[config.mk]
export PLATFORM = sky130hd
export DESIGN_NAME = flash_program_erase_ecc_inject
export DESIGN_NICKNAME = d
export VERILOG_FILES = /design/src/flash_seq_pkg.sv /design/src/flash_program_erase_ecc_inject.sv
export SDC_FILE = /design/constraint.sdc
export NUM_CORES = 1
export LEC_CHECK = 0
export BUFFER_PORTS_ARGS = -buffer_cell sky130_fd_sc_hd__buf_4
export CORE_AREA = 2 2 163 165
export DETAILED_ROUTE_END_ITERATION = 7
export DIE_AREA = 0 0 165 167
export HOLD_SLACK_MARGIN = 0.06
export PLACE_DENSITY = 0.74
export SYNTH_ARGS = -nofsm -noshare
export SYNTH_HDL_FRONTEND = slang
export SYNTH_SLANG_ARGS = --single-unit
[constraint.sdc]
create_clock -name sys_clk -period 2.35 [get_ports sys_clk]
set_input_delay 0.47 -clock sys_clk [delete_from_list [all_inputs] [get_ports sys_clk]]
set_output_delay 0.47 -clock sys_clk [all_outputs]
set_load 0.01 [all_outputs]
[src/flash_seq_pkg.sv]
// package of register map, op codes and timing for the flash sequencer
package flash_seq_pkg;
   // register word offsets (byte addresses)
   localparam logic [5:0] OFS_CONTROL     = 6'h00;
   localparam logic [5:0] OFS_TARGET_LO   = 6'h04;
   localparam logic [5:0] OFS_TARGET_HI   = 6'h08;
   localparam logic [5:0] OFS_KEY         = 6'h0C;
   localparam logic [5:0] OFS_SRC_LO      = 6'h10;
   localparam logic [5:0] OFS_SRC_HI      = 6'h14;
   localparam logic [5:0] OFS_FI_CFG_LO   = 6'h18;
   localparam logic [5:0] OFS_FI_CFG_HI   = 6'h1C;
   localparam logic [5:0] OFS_FI_MATCH_LO = 6'h20;
   localparam logic [5:0] OFS_FI_MATCH_HI = 6'h24;

   // control register fields
   localparam int CTL_START_BIT  = 15;
   localparam int CTL_PERMIT_BIT = 14;
   localparam int CTL_ERR_BIT    = 13;

   // unlock key values
   localparam logic [7:0] KEY_FIRST  = 8'h55;
   localparam logic [7:0] KEY_SECOND = 8'hAA;

   // operation select codes
   localparam logic [3:0] OP_BULK_ERASE  = 4'hE;
   localparam logic [3:0] OP_BOOT_DWORD  = 4'h8;
   localparam logic [3:0] OP_PART_ERASE  = 4'h4;
   localparam logic [3:0] OP_PAGE_ERASE  = 4'h3;
   localparam logic [3:0] OP_ROW_PROGRAM = 4'h2;
   localparam logic [3:0] OP_DWORD       = 4'h1;

   // double word alignment: 4-word boundary, 2 address units per word
   localparam logic [23:0] DWORD_ALIGN_MASK = 24'hFFFFF8;

   // ecc word width and lowest out-of-range pointer
   localparam int         ECC_WIDTH   = 56;
   localparam logic [7:0] PTR_LIMIT   = 8'h38;

   // operation duration defaults in microseconds
   localparam int OP_TIME_US  = 20;
   localparam int CLK_MHZ     = 100;
   localparam int OP_CYCLES   = OP_TIME_US * CLK_MHZ;

   typedef enum logic [2:0] {
      ST_IDLE = 3'b001,
      ST_BUSY = 3'b010,
      ST_DONE = 3'b100
   } seq_state_t;

   // flash macro command carrier
   typedef struct packed {
      logic        valid;
      logic [3:0]  op;
      logic [23:0] addr;
      logic [23:0] src;
   } flash_cmd_t;

   // ecc read path carrier
   typedef struct packed {
      logic                 valid;
      logic [23:0]          addr;
      logic [ECC_WIDTH-1:0] word;
   } ecc_word_t;
endpackage : flash_seq_pkg

[src/flash_program_erase_ecc_inject.sv]
// flash program/erase sequencer with ecc fault injection, wishbone slave
`timescale 1ns/1ps
module flash_program_erase_ecc_inject #(
   parameter int OP_CYCLES = flash_seq_pkg::OP_CYCLES
) (
   input  wire logic                      sys_clk,
   input  wire logic                      rst_n,
   input  wire logic                      por_n,
   input  wire logic                      wb_cyc_i,
   input  wire logic                      wb_stb_i,
   input  wire logic                      wb_we_i,
   input  wire logic [5:0]                wb_adr_i,
   input  wire logic [3:0]                wb_sel_i,
   input  wire logic [31:0]               wb_dat_i,
   output logic      [31:0]               wb_dat_o,
   output logic                           wb_ack_o,
   output flash_seq_pkg::flash_cmd_t      flashCmd,
   input  wire logic                      flashDone,
   input  wire logic                      powerSaveReq,
   output logic                           powerSaveGo,
   input  wire flash_seq_pkg::ecc_word_t  eccIn,
   output flash_seq_pkg::ecc_word_t       eccOut
);
   localparam int CW = $clog2(OP_CYCLES + 1);

   flash_seq_pkg::seq_state_t stateFf;
   logic [3:0]  opSelFf;
   logic        permitFf;
   logic        errFf;
   logic [15:0] targetLoFf;
   logic [7:0]  targetHiFf;
   logic [15:0] srcLoFf;
   logic [7:0]  srcHiFf;
   logic        fiEnFf;
   logic [7:0]  ptrAFf;
   logic [7:0]  ptrBFf;
   logic [15:0] matchLoFf;
   logic [7:0]  matchHiFf;
   logic [1:0]  keyStageFf;
   logic [CW-1:0] cntFf;
   logic        ackFf;
   logic [31:0] rdDataFf;

   logic        busReq;
   logic        wrStb;
   logic        rdStb;
   logic [15:0] wData;
   logic        startReq;
   logic        opLegal;
   logic        busy;
   logic [23:0] targetAddr;
   logic [23:0] srcAddr;

   assign busReq   = wb_cyc_i & wb_stb_i & ~ackFf;
   assign wrStb    = busReq & wb_we_i;
   assign rdStb    = busReq & ~wb_we_i;
   assign wData    = wb_dat_i[15:0];
   assign wb_ack_o = ackFf;
   assign wb_dat_o = rdDataFf;
   assign busy     = (stateFf != flash_seq_pkg::ST_IDLE);
   assign startReq = wrStb && wb_adr_i == flash_seq_pkg::OFS_CONTROL && wb_sel_i[1]
                     && wData[flash_seq_pkg::CTL_START_BIT] && !busy;
   assign targetAddr = {targetHiFf, targetLoFf};
   assign srcAddr    = {srcHiFf, srcLoFf};

   always_comb begin
      unique case (opSelFf)
         flash_seq_pkg::OP_BULK_ERASE,
         flash_seq_pkg::OP_BOOT_DWORD,
         flash_seq_pkg::OP_PART_ERASE,
         flash_seq_pkg::OP_PAGE_ERASE,
         flash_seq_pkg::OP_ROW_PROGRAM,
         flash_seq_pkg::OP_DWORD: opLegal = 1'b1;
         default: opLegal = 1'b0;
      endcase
   end

   // single cycle ack, one idle cycle between accesses
   always_ff @(posedge sys_clk) begin
      if (!rst_n) begin
         ackFf <= 1'b0;
      end else begin
         ackFf <= busReq;
      end
   end

   // op select survives all resets except power-on
   always_ff @(posedge sys_clk) begin
      if (!por_n) begin
         opSelFf <= 4'h0;
      end else if (wrStb && wb_adr_i == flash_seq_pkg::OFS_CONTROL && wb_sel_i[0] && !busy) begin
         opSelFf <= wData[3:0];
      end
   end

   // write permit and sequence error, power-on reset only
   always_ff @(posedge sys_clk) begin
      if (!por_n) begin
         permitFf <= 1'b0;
         errFf    <= 1'b0;
      end else begin
         if (wrStb && wb_adr_i == flash_seq_pkg::OFS_CONTROL && wb_sel_i[1]) begin
            permitFf <= wData[flash_seq_pkg::CTL_PERMIT_BIT];
            if (!wData[flash_seq_pkg::CTL_ERR_BIT]) begin
               errFf <= 1'b0;
            end
         end
         if (startReq && (keyStageFf != 2'd2 || !permitFf)) begin
            errFf <= 1'b1;
         end
      end
   end

   // unlock key tracker: 0x55 then 0xAA as consecutive bus writes
   always_ff @(posedge sys_clk) begin
      if (!rst_n) begin
         keyStageFf <= 2'd0;
      end else if (wrStb) begin
         if (wb_adr_i == flash_seq_pkg::OFS_KEY && wb_sel_i[0]
             && wData[7:0] == flash_seq_pkg::KEY_FIRST) begin
            keyStageFf <= 2'd1;
         end else if (wb_adr_i == flash_seq_pkg::OFS_KEY && wb_sel_i[0] && keyStageFf == 2'd1
                      && wData[7:0] == flash_seq_pkg::KEY_SECOND) begin
            keyStageFf <= 2'd2;
         end else begin
            keyStageFf <= 2'd0;
         end
      end
   end

   // address and configuration registers
   always_ff @(posedge sys_clk) begin
      if (!rst_n) begin
         targetLoFf <= 16'h0000;
         targetHiFf <= 8'h00;
         srcLoFf    <= 16'h0000;
         srcHiFf    <= 8'h00;
         fiEnFf     <= 1'b0;
         ptrAFf     <= 8'h00;
         ptrBFf     <= 8'h00;
         matchLoFf  <= 16'h0000;
         matchHiFf  <= 8'h00;
      end else if (wrStb) begin
         unique case (wb_adr_i)
            flash_seq_pkg::OFS_TARGET_LO: begin
               if (wb_sel_i[0]) targetLoFf[7:0]  <= wData[7:0];
               if (wb_sel_i[1]) targetLoFf[15:8] <= wData[15:8];
            end
            flash_seq_pkg::OFS_TARGET_HI: begin
               if (wb_sel_i[0]) targetHiFf <= wData[7:0];
            end
            flash_seq_pkg::OFS_SRC_LO: begin
               if (wb_sel_i[0]) srcLoFf[7:0]  <= wData[7:0];
               if (wb_sel_i[1]) srcLoFf[15:8] <= wData[15:8];
            end
            flash_seq_pkg::OFS_SRC_HI: begin
               if (wb_sel_i[0]) srcHiFf <= wData[7:0];
            end
            flash_seq_pkg::OFS_FI_CFG_LO: begin
               if (wb_sel_i[0]) fiEnFf <= wData[0];
            end
            flash_seq_pkg::OFS_FI_CFG_HI: begin
               if (wb_sel_i[0]) ptrAFf <= wData[7:0];
               if (wb_sel_i[1]) ptrBFf <= wData[15:8];
            end
            flash_seq_pkg::OFS_FI_MATCH_LO: begin
               if (wb_sel_i[0]) matchLoFf[7:0]  <= wData[7:0];
               if (wb_sel_i[1]) matchLoFf[15:8] <= wData[15:8];
            end
            flash_seq_pkg::OFS_FI_MATCH_HI: begin
               if (wb_sel_i[0]) matchHiFf <= wData[7:0];
            end
            default: ;
         endcase
      end
   end

   // sequencer: counts OP_CYCLES, then waits for flashDone unless the op is illegal
   always_ff @(posedge sys_clk) begin
      if (!rst_n) begin
         stateFf  <= flash_seq_pkg::ST_IDLE;
         cntFf    <= '0;
         flashCmd <= '0;
      end else begin
         flashCmd.valid <= 1'b0;
         unique case (stateFf)
            flash_seq_pkg::ST_IDLE: begin
               if (startReq && keyStageFf == 2'd2 && permitFf) begin
                  stateFf <= flash_seq_pkg::ST_BUSY;
                  cntFf   <= CW'(OP_CYCLES);
                  flashCmd.valid <= opLegal;
                  flashCmd.op    <= opSelFf;
                  flashCmd.src   <= srcAddr;
                  if (opSelFf == flash_seq_pkg::OP_DWORD
                      || opSelFf == flash_seq_pkg::OP_BOOT_DWORD) begin
                     flashCmd.addr <= targetAddr & flash_seq_pkg::DWORD_ALIGN_MASK;
                  end else begin
                     flashCmd.addr <= targetAddr;
                  end
               end
            end
            flash_seq_pkg::ST_BUSY: begin
               if (cntFf != '0) begin
                  cntFf <= cntFf - CW'(1);
               end
               if (cntFf == '0 && (flashDone || !opLegal)) begin
                  stateFf <= flash_seq_pkg::ST_DONE;
               end
            end
            flash_seq_pkg::ST_DONE: begin
               stateFf <= flash_seq_pkg::ST_IDLE;
            end
            default: stateFf <= flash_seq_pkg::ST_IDLE;
         endcase
      end
   end

   // power-save request passes only while idle
   assign powerSaveGo = powerSaveReq & ~busy;

   // read mux
   always_ff @(posedge sys_clk) begin
      if (!rst_n) begin
         rdDataFf <= 32'h0000_0000;
      end else if (rdStb) begin
         unique case (wb_adr_i)
            flash_seq_pkg::OFS_CONTROL:
               rdDataFf <= {16'h0000, busy, permitFf, errFf, 9'h000, opSelFf};
            flash_seq_pkg::OFS_TARGET_LO:   rdDataFf <= {16'h0000, targetLoFf};
            flash_seq_pkg::OFS_TARGET_HI:   rdDataFf <= {24'h000000, targetHiFf};
            flash_seq_pkg::OFS_KEY:         rdDataFf <= 32'h0000_0000;
            flash_seq_pkg::OFS_SRC_LO:      rdDataFf <= {16'h0000, srcLoFf};
            flash_seq_pkg::OFS_SRC_HI:      rdDataFf <= {24'h000000, srcHiFf};
            flash_seq_pkg::OFS_FI_CFG_LO:   rdDataFf <= {31'h0000_0000, fiEnFf};
            flash_seq_pkg::OFS_FI_CFG_HI:   rdDataFf <= {16'h0000, ptrBFf, ptrAFf};
            flash_seq_pkg::OFS_FI_MATCH_LO: rdDataFf <= {16'h0000, matchLoFf};
            flash_seq_pkg::OFS_FI_MATCH_HI: rdDataFf <= {24'h000000, matchHiFf};
            default:                        rdDataFf <= 32'h0000_0000;
         endcase
      end
   end

   // ecc fault injection on read path
   logic [flash_seq_pkg::ECC_WIDTH-1:0] flipMask;
   logic                                addrHit;
   assign addrHit = fiEnFf && eccIn.valid && eccIn.addr == {matchHiFf, matchLoFf};

   for (genvar i = 0; i < flash_seq_pkg::ECC_WIDTH; i++) begin : g_flip
      assign flipMask[i] = (ptrAFf < flash_seq_pkg::PTR_LIMIT && ptrAFf == 8'(i))
                         ^ (ptrBFf < flash_seq_pkg::PTR_LIMIT && ptrBFf == 8'(i));
   end

   always_ff @(posedge sys_clk) begin
      if (!rst_n) begin
         eccOut <= '0;
      end else begin
         eccOut.valid <= eccIn.valid;
         eccOut.addr  <= eccIn.addr;
         eccOut.word  <= addrHit ? (eccIn.word ^ flipMask) : eccIn.word;
      end
   end
endmodule : flash_program_erase_ecc_inject

# == After elaboration in Yosys (flattened, before gate mapping) ==
# Cells that the tools add are included.
# word_totals
reg_bits,278
input_bits,131
output_inout_bits,168
# op_classes
n_lt_le_gt_ge,2
addsub,1
eq_ne,138
reduce_logical,159
n_mux,15
bitwise,65
# op_table
cell,n
$eq A8 B6 Y1 const B,48
$eq A8 B5 Y1 const B,32
$pmux W16 S9,1
$eq A8 B4 Y1 const B,16
$logic_and A1 B1 Y1,128
$eq A8 B3 Y1 const B,8
$mux W56,1
$xor A1 B1 Y1,56
$xor A56 B56 Y56,1
$reduce_and A3 Y1,14
$eq A8 B2 Y1 const B,4
$eq A24 B24 Y1,1
$eq A6 B5 Y1 const B,4
$mux W11,2
$pmux W11 S2,1
$eq A8 B1 Y1 const B,2
$logic_not A8 Y1,2
$lt A8 B6 Y1 const B,2
$eq A6 B4 Y1 const B,2
$eq A6 B6 Y1 const B,2
$logic_not A11 Y1,1
$reduce_bool A11 Y1,1
$sub A11 B1 Y11 const B,1
$mux W3,3
other kinds (25),47

# == Longest topological paths before layout ==
# depth
ltp_word,11
ltp_mapped,8
depth_no_buf,7

# == Worst setup path before layout ==
# OpenSTA, ideal clock, no wires.
# synth_path
kind,input to register
start,input port eccIn[74] in the netlist's numbering
end,register eccOut[31] in the netlist's numbering
path_stages,7
arrival_time_ns,1.875
n_path_buf,2
path_slack_ns,0.344
cell_sequence,xnor2_1 nand4_1 or4_4 buf_6 buf_6 o311ai_1 o41ai_1
# synth_between
elab_chain_cells,3
# synth_rtl
item,line,source
"start, declared",flash_program_erase_ecc_inject.sv:21,"input wire flash_seq_pkg::ecc_word_t eccIn,"
$eq A24 B24 Y1,flash_program_erase_ecc_inject.sv:246,"assign addrHit = fiEnFf && eccIn.valid && eccIn.addr == {matchHiFf, matchLoFf};"
$logic_and A1 B1 Y1,flash_program_erase_ecc_inject.sv:246,
$mux W56,flash_program_erase_ecc_inject.sv:259,eccOut.word <= addrHit ? (eccIn.word ^ flipMask) : eccIn.word;
"end, declared",flash_program_erase_ecc_inject.sv:22,output flash_seq_pkg::ecc_word_t eccOut
# Every way passes these cells.
# A chain may end at the register's enable or synchronous reset.

# == Final worst setup path ==
# layout_path
start,register matchLoFf[10]
end,register eccOut[12] in the netlist's numbering
# layout_between
elab_chain_cells,3
# layout_rtl
item,line,source
"start, declared",flash_program_erase_ecc_inject.sv:37,logic [15:0] matchLoFf;
"start signal, assigned",flash_program_erase_ecc_inject.sv:168,if (wb_sel_i[1]) matchLoFf[15:8] <= wData[15:8];
$eq A24 B24 Y1,flash_program_erase_ecc_inject.sv:246,
$logic_and A1 B1 Y1,flash_program_erase_ecc_inject.sv:246,
$mux W56,flash_program_erase_ecc_inject.sv:259,
# Every way passes these cells.

==> flow_summary.ini <==
[run]
cap_violations = 0

[logic_synthesis]
synth_edf_count = 0
synth_top_cell_by_area = dfxtp_1
synth.cell_area_um2 = 12700
synth-seq-cells = 262
synth_seq_area_share = 0.413
synth_top_area_frac = 0.413
avgSynthCellArea_um2 = 8.37
ys_top_cells_by_area = dfxtp_1, nand2_1, a21oi_1, xnor2_1, nand3_1
netlist-cell-type-count = 71
ys_async_sr_fraction = 0
synthFlopType = dfxtp_1
synthCells = 1517
yosys_warnings = 0

[finish]
area_growth_pct = 26.6
utilization = 0.624
final_nets = 1876
seq_area_um2 = 5250
diodes = 0
layout_common_cells = buf_4, nand2_1, dfxtp_1
final_common_cell = buf_4
fillCellCount = 2211
multi_input_area_um2 = 6730
final_layout_size_suffix_gt1_frac = 0.231

[sta]
finalWorstSetupSlack_ns = -0.0300
finalClockSkew_ns = 0.0123
final-max-slew-violation-count = 0
worstMarginPinSlew_ns = 0.634
period_share = 1.01
min_period_ns = 2.38
finalSetupViolCount = 1
max-slew-margin-rel = 0.571
hold_viol_final = 0
rsz0062_at_grt = yes
max_clock_freq_mhz = 420

[cts]
cts_max_level = 1
cts_buffers = 28
clkTransAtPathRegs_ns = 0.06
cts-root-buf = clkbuf_16
cts_sinks = 262
clk_latency_ns = 0.54
cts_buffer_depth = 3
cts_tree = done

[die]
rows = 59
core_um2 = 25800
die_area_um2 = 27600
fp.dieH_um = 167
io_pins = 299
start_util = 0.493
die_w_um = 165

[run_status]
violations = negative setup slack
status = complete, but fails checks

[worst_setup_path]
crit_required_ns = 2.75
max_stage_delay_ns = 0.53
start_kind = flip-flop
critical_path_class = reg -> reg
crit_chain = xnor2_1 -> nand3_1 -> or4_4 -> buf_12 -> o311ai_0 -> o41ai_1
crit_arrival_ns = 2.78
critical_path.max_fanout = 112
end_kind = flip-flop
slowest_stage = or4_4

[route]
drt_iter0_drc = 1457
routedWlPerCell_um = 19.2
drt_wl_total_um = 40300
ant_nets = 0
vias_per_cell = 5.84
vias = 12273
drc = 0
drtPass1Iterations = 8

[placement]
hpwl_um = 29000
port_buffers = 264
gp_congestion = 0.903
place_ws_ns = 0.000521

[power]
p_switching_mw = 2.21
switching_share = 0.220
power_frac_clock = 0.477
seq_power_share = 0.452
pwr-share-comb = 0.071
leakagePower_nw = 5.90
p_int_mw = 7.84
peakVddDrop_uv = 499
power.density_nw_per_um2 = 626

[global_routing]
overflow = 0
grt_pass1_vias = 11119
grt_max_degree = 117
grt_pass1_wl_um = 61400
gr-usage-all-layers = 0.277
antenna_found_initial = 0

[min_path]
worstHoldPathType = in -> reg
-- metrics by stage --
step	total power, mW	TNS (ns)	cells	area, um^2	hold WS, ns
3_3_place_gp	5.33	0	2048	15100	0.440
5_1_grt	10.3	-0.337	2100	16100	0.142
4_1_cts	10.1	0	2100	16100	0.132
2_1_floorplan	4.97	0	1532	12800	0.445
6_report	10.1	-0.0300	2100	16100	0.145
3_5_place_dp	5.34	0	2048	15100	0.445
-- critical path: cells and delay by family, from the launching register on --
kind	cells	cell delay, ns
AO/OA/AOI/OAI	2	0.64
AND/OR/NAND/NOR	2	0.63
buffers and inverters	1	0.22
XOR/XNOR	1	0.17
flip-flops	1	0.49
-- cell families (layout without fill, tap and decap cells) --
family,Yosys count,after routing,share of synthesized area
AO/OA/AOI/OAI,343,343,0.190
other,1,16,0.000295
flip-flops,262,262,0.413
adder cells (fa/ha/maj),2,2,0.00197
buffers and inverters,162,395,0.0622
AND/OR/NAND/NOR,647,647,0.263
multiplexers,11,11,0.00867
XOR/XNOR,89,89,0.0614
-- final cells by class --
type | instances | share of cell area
Sequential cell | 262 | 0.327
Inverter | 7 | 0.00179
Clock buffer | 38 | 0.0485
Multi-Input combinational cell | 1108 | 0.419
Clock inverter | 14 | 0.0141
Tap cell | 335 | 0.0261
Timing Repair Buffer | 336 | 0.164
-- timing repair --
item,CTS,global route
hold buffers,0,0
setup buffers,0,0
resized for setup,0,3
setup endpoints to repair,0,9
-- power by group through the flow --
| stage | Clock [mW] | Sequential [mW] | Combinational [mW] |
|---|---|---|---|
| floorplan | 0 | 4.67 | 0.295 |
| global placement | 0 | 4.64 | 0.686 |
| detailed placement | 0 | 4.64 | 0.700 |
| CTS | 4.85 | 4.54 | 0.704 |
| global route | 5.03 | 4.55 | 0.759 |
| finish | 4.80 | 4.54 | 0.710 |
-- routing by layer --
| layer | global-route usage | wire, um | vias up |
|---|---|---|---|
| li1 | - | - | 5893 |
| met1 | 0.373 | 16600 | 5750 |
| met4 | 0.0601 | 770 | 0 |
| met5 | 0 | 0 | - |
| met3 | 0.0384 | 3510 | 48 |
| met2 | 0.472 | 19400 | 582 |
-- worst paths after layout --
| kind | start | endpoint | slack (ns) | cells past startpoint |
|---|---|---|---|---|
| worst max-delay path | matchLoFf[10] | eccOut[12] | -0.03 | 6 |
| worst min-delay path | eccIn[80] | eccOut[80] | 0.14 | 2 |
| worst min register to register | flashCmd[49] | flashCmd[49] | 0.45 | 2 |
| worst max register to register | matchLoFf[10] | eccOut[12] | -0.03 | 6 |
-- registers in the layout, summed over array words and instances (netlist names) --
name / flops
cntFf: 11
eccOut: 81
errFf: 1
fiEnFf: 1
flashCmd: 53
keyStageFf: 2
matchHiFf: 8
matchLoFf: 16
opSelFf: 4
permitFf: 1
ptrAFf: 8
ptrBFf: 8
srcHiFf: 8
srcLoFf: 16
stateFf: 3
targetHiFf: 8
targetLoFf: 16
wb_ack_o: 1
wb_dat_o: 16
-- synthesized netlist by cell type, types with 4 or more instances --
| library cell | instances |
|---|---|
| o2bb2ai_1 | 4 |
| a22oi_1 | 21 |
| nor3_1 | 12 |
| a21o_1 | 5 |
| o41ai_1 | 55 |
| nor4_1 | 15 |
| nor2_1 | 25 |
| nor3b_1 | 4 |
| inv_1 | 6 |
| nand2_1 | 295 |
| a22o_1 | 10 |
| nor4bb_1 | 13 |
| nor4b_1 | 12 |
| nor2b_1 | 6 |
| o311ai_1 | 29 |
| o21ai_0 | 4 |
| clkbuf_1 | 96 |
| nand2b_1 | 58 |
| xnor2_1 | 67 |
| o311ai_0 | 27 |
| buf_4 | 21 |
| nand4b_1 | 12 |
| nand3_1 | 102 |
| xor2_1 | 22 |
| buf_2 | 27 |
| or3_1 | 5 |
| a222oi_1 | 11 |
| and2_1 | 34 |
| a21oi_1 | 157 |
| dfxtp_1 | 262 |
| buf_6 | 9 |
| nand4_1 | 21 |
| mux2i_1 | 11 |
No activity file was read; power rests on OpenSTA's default activity.
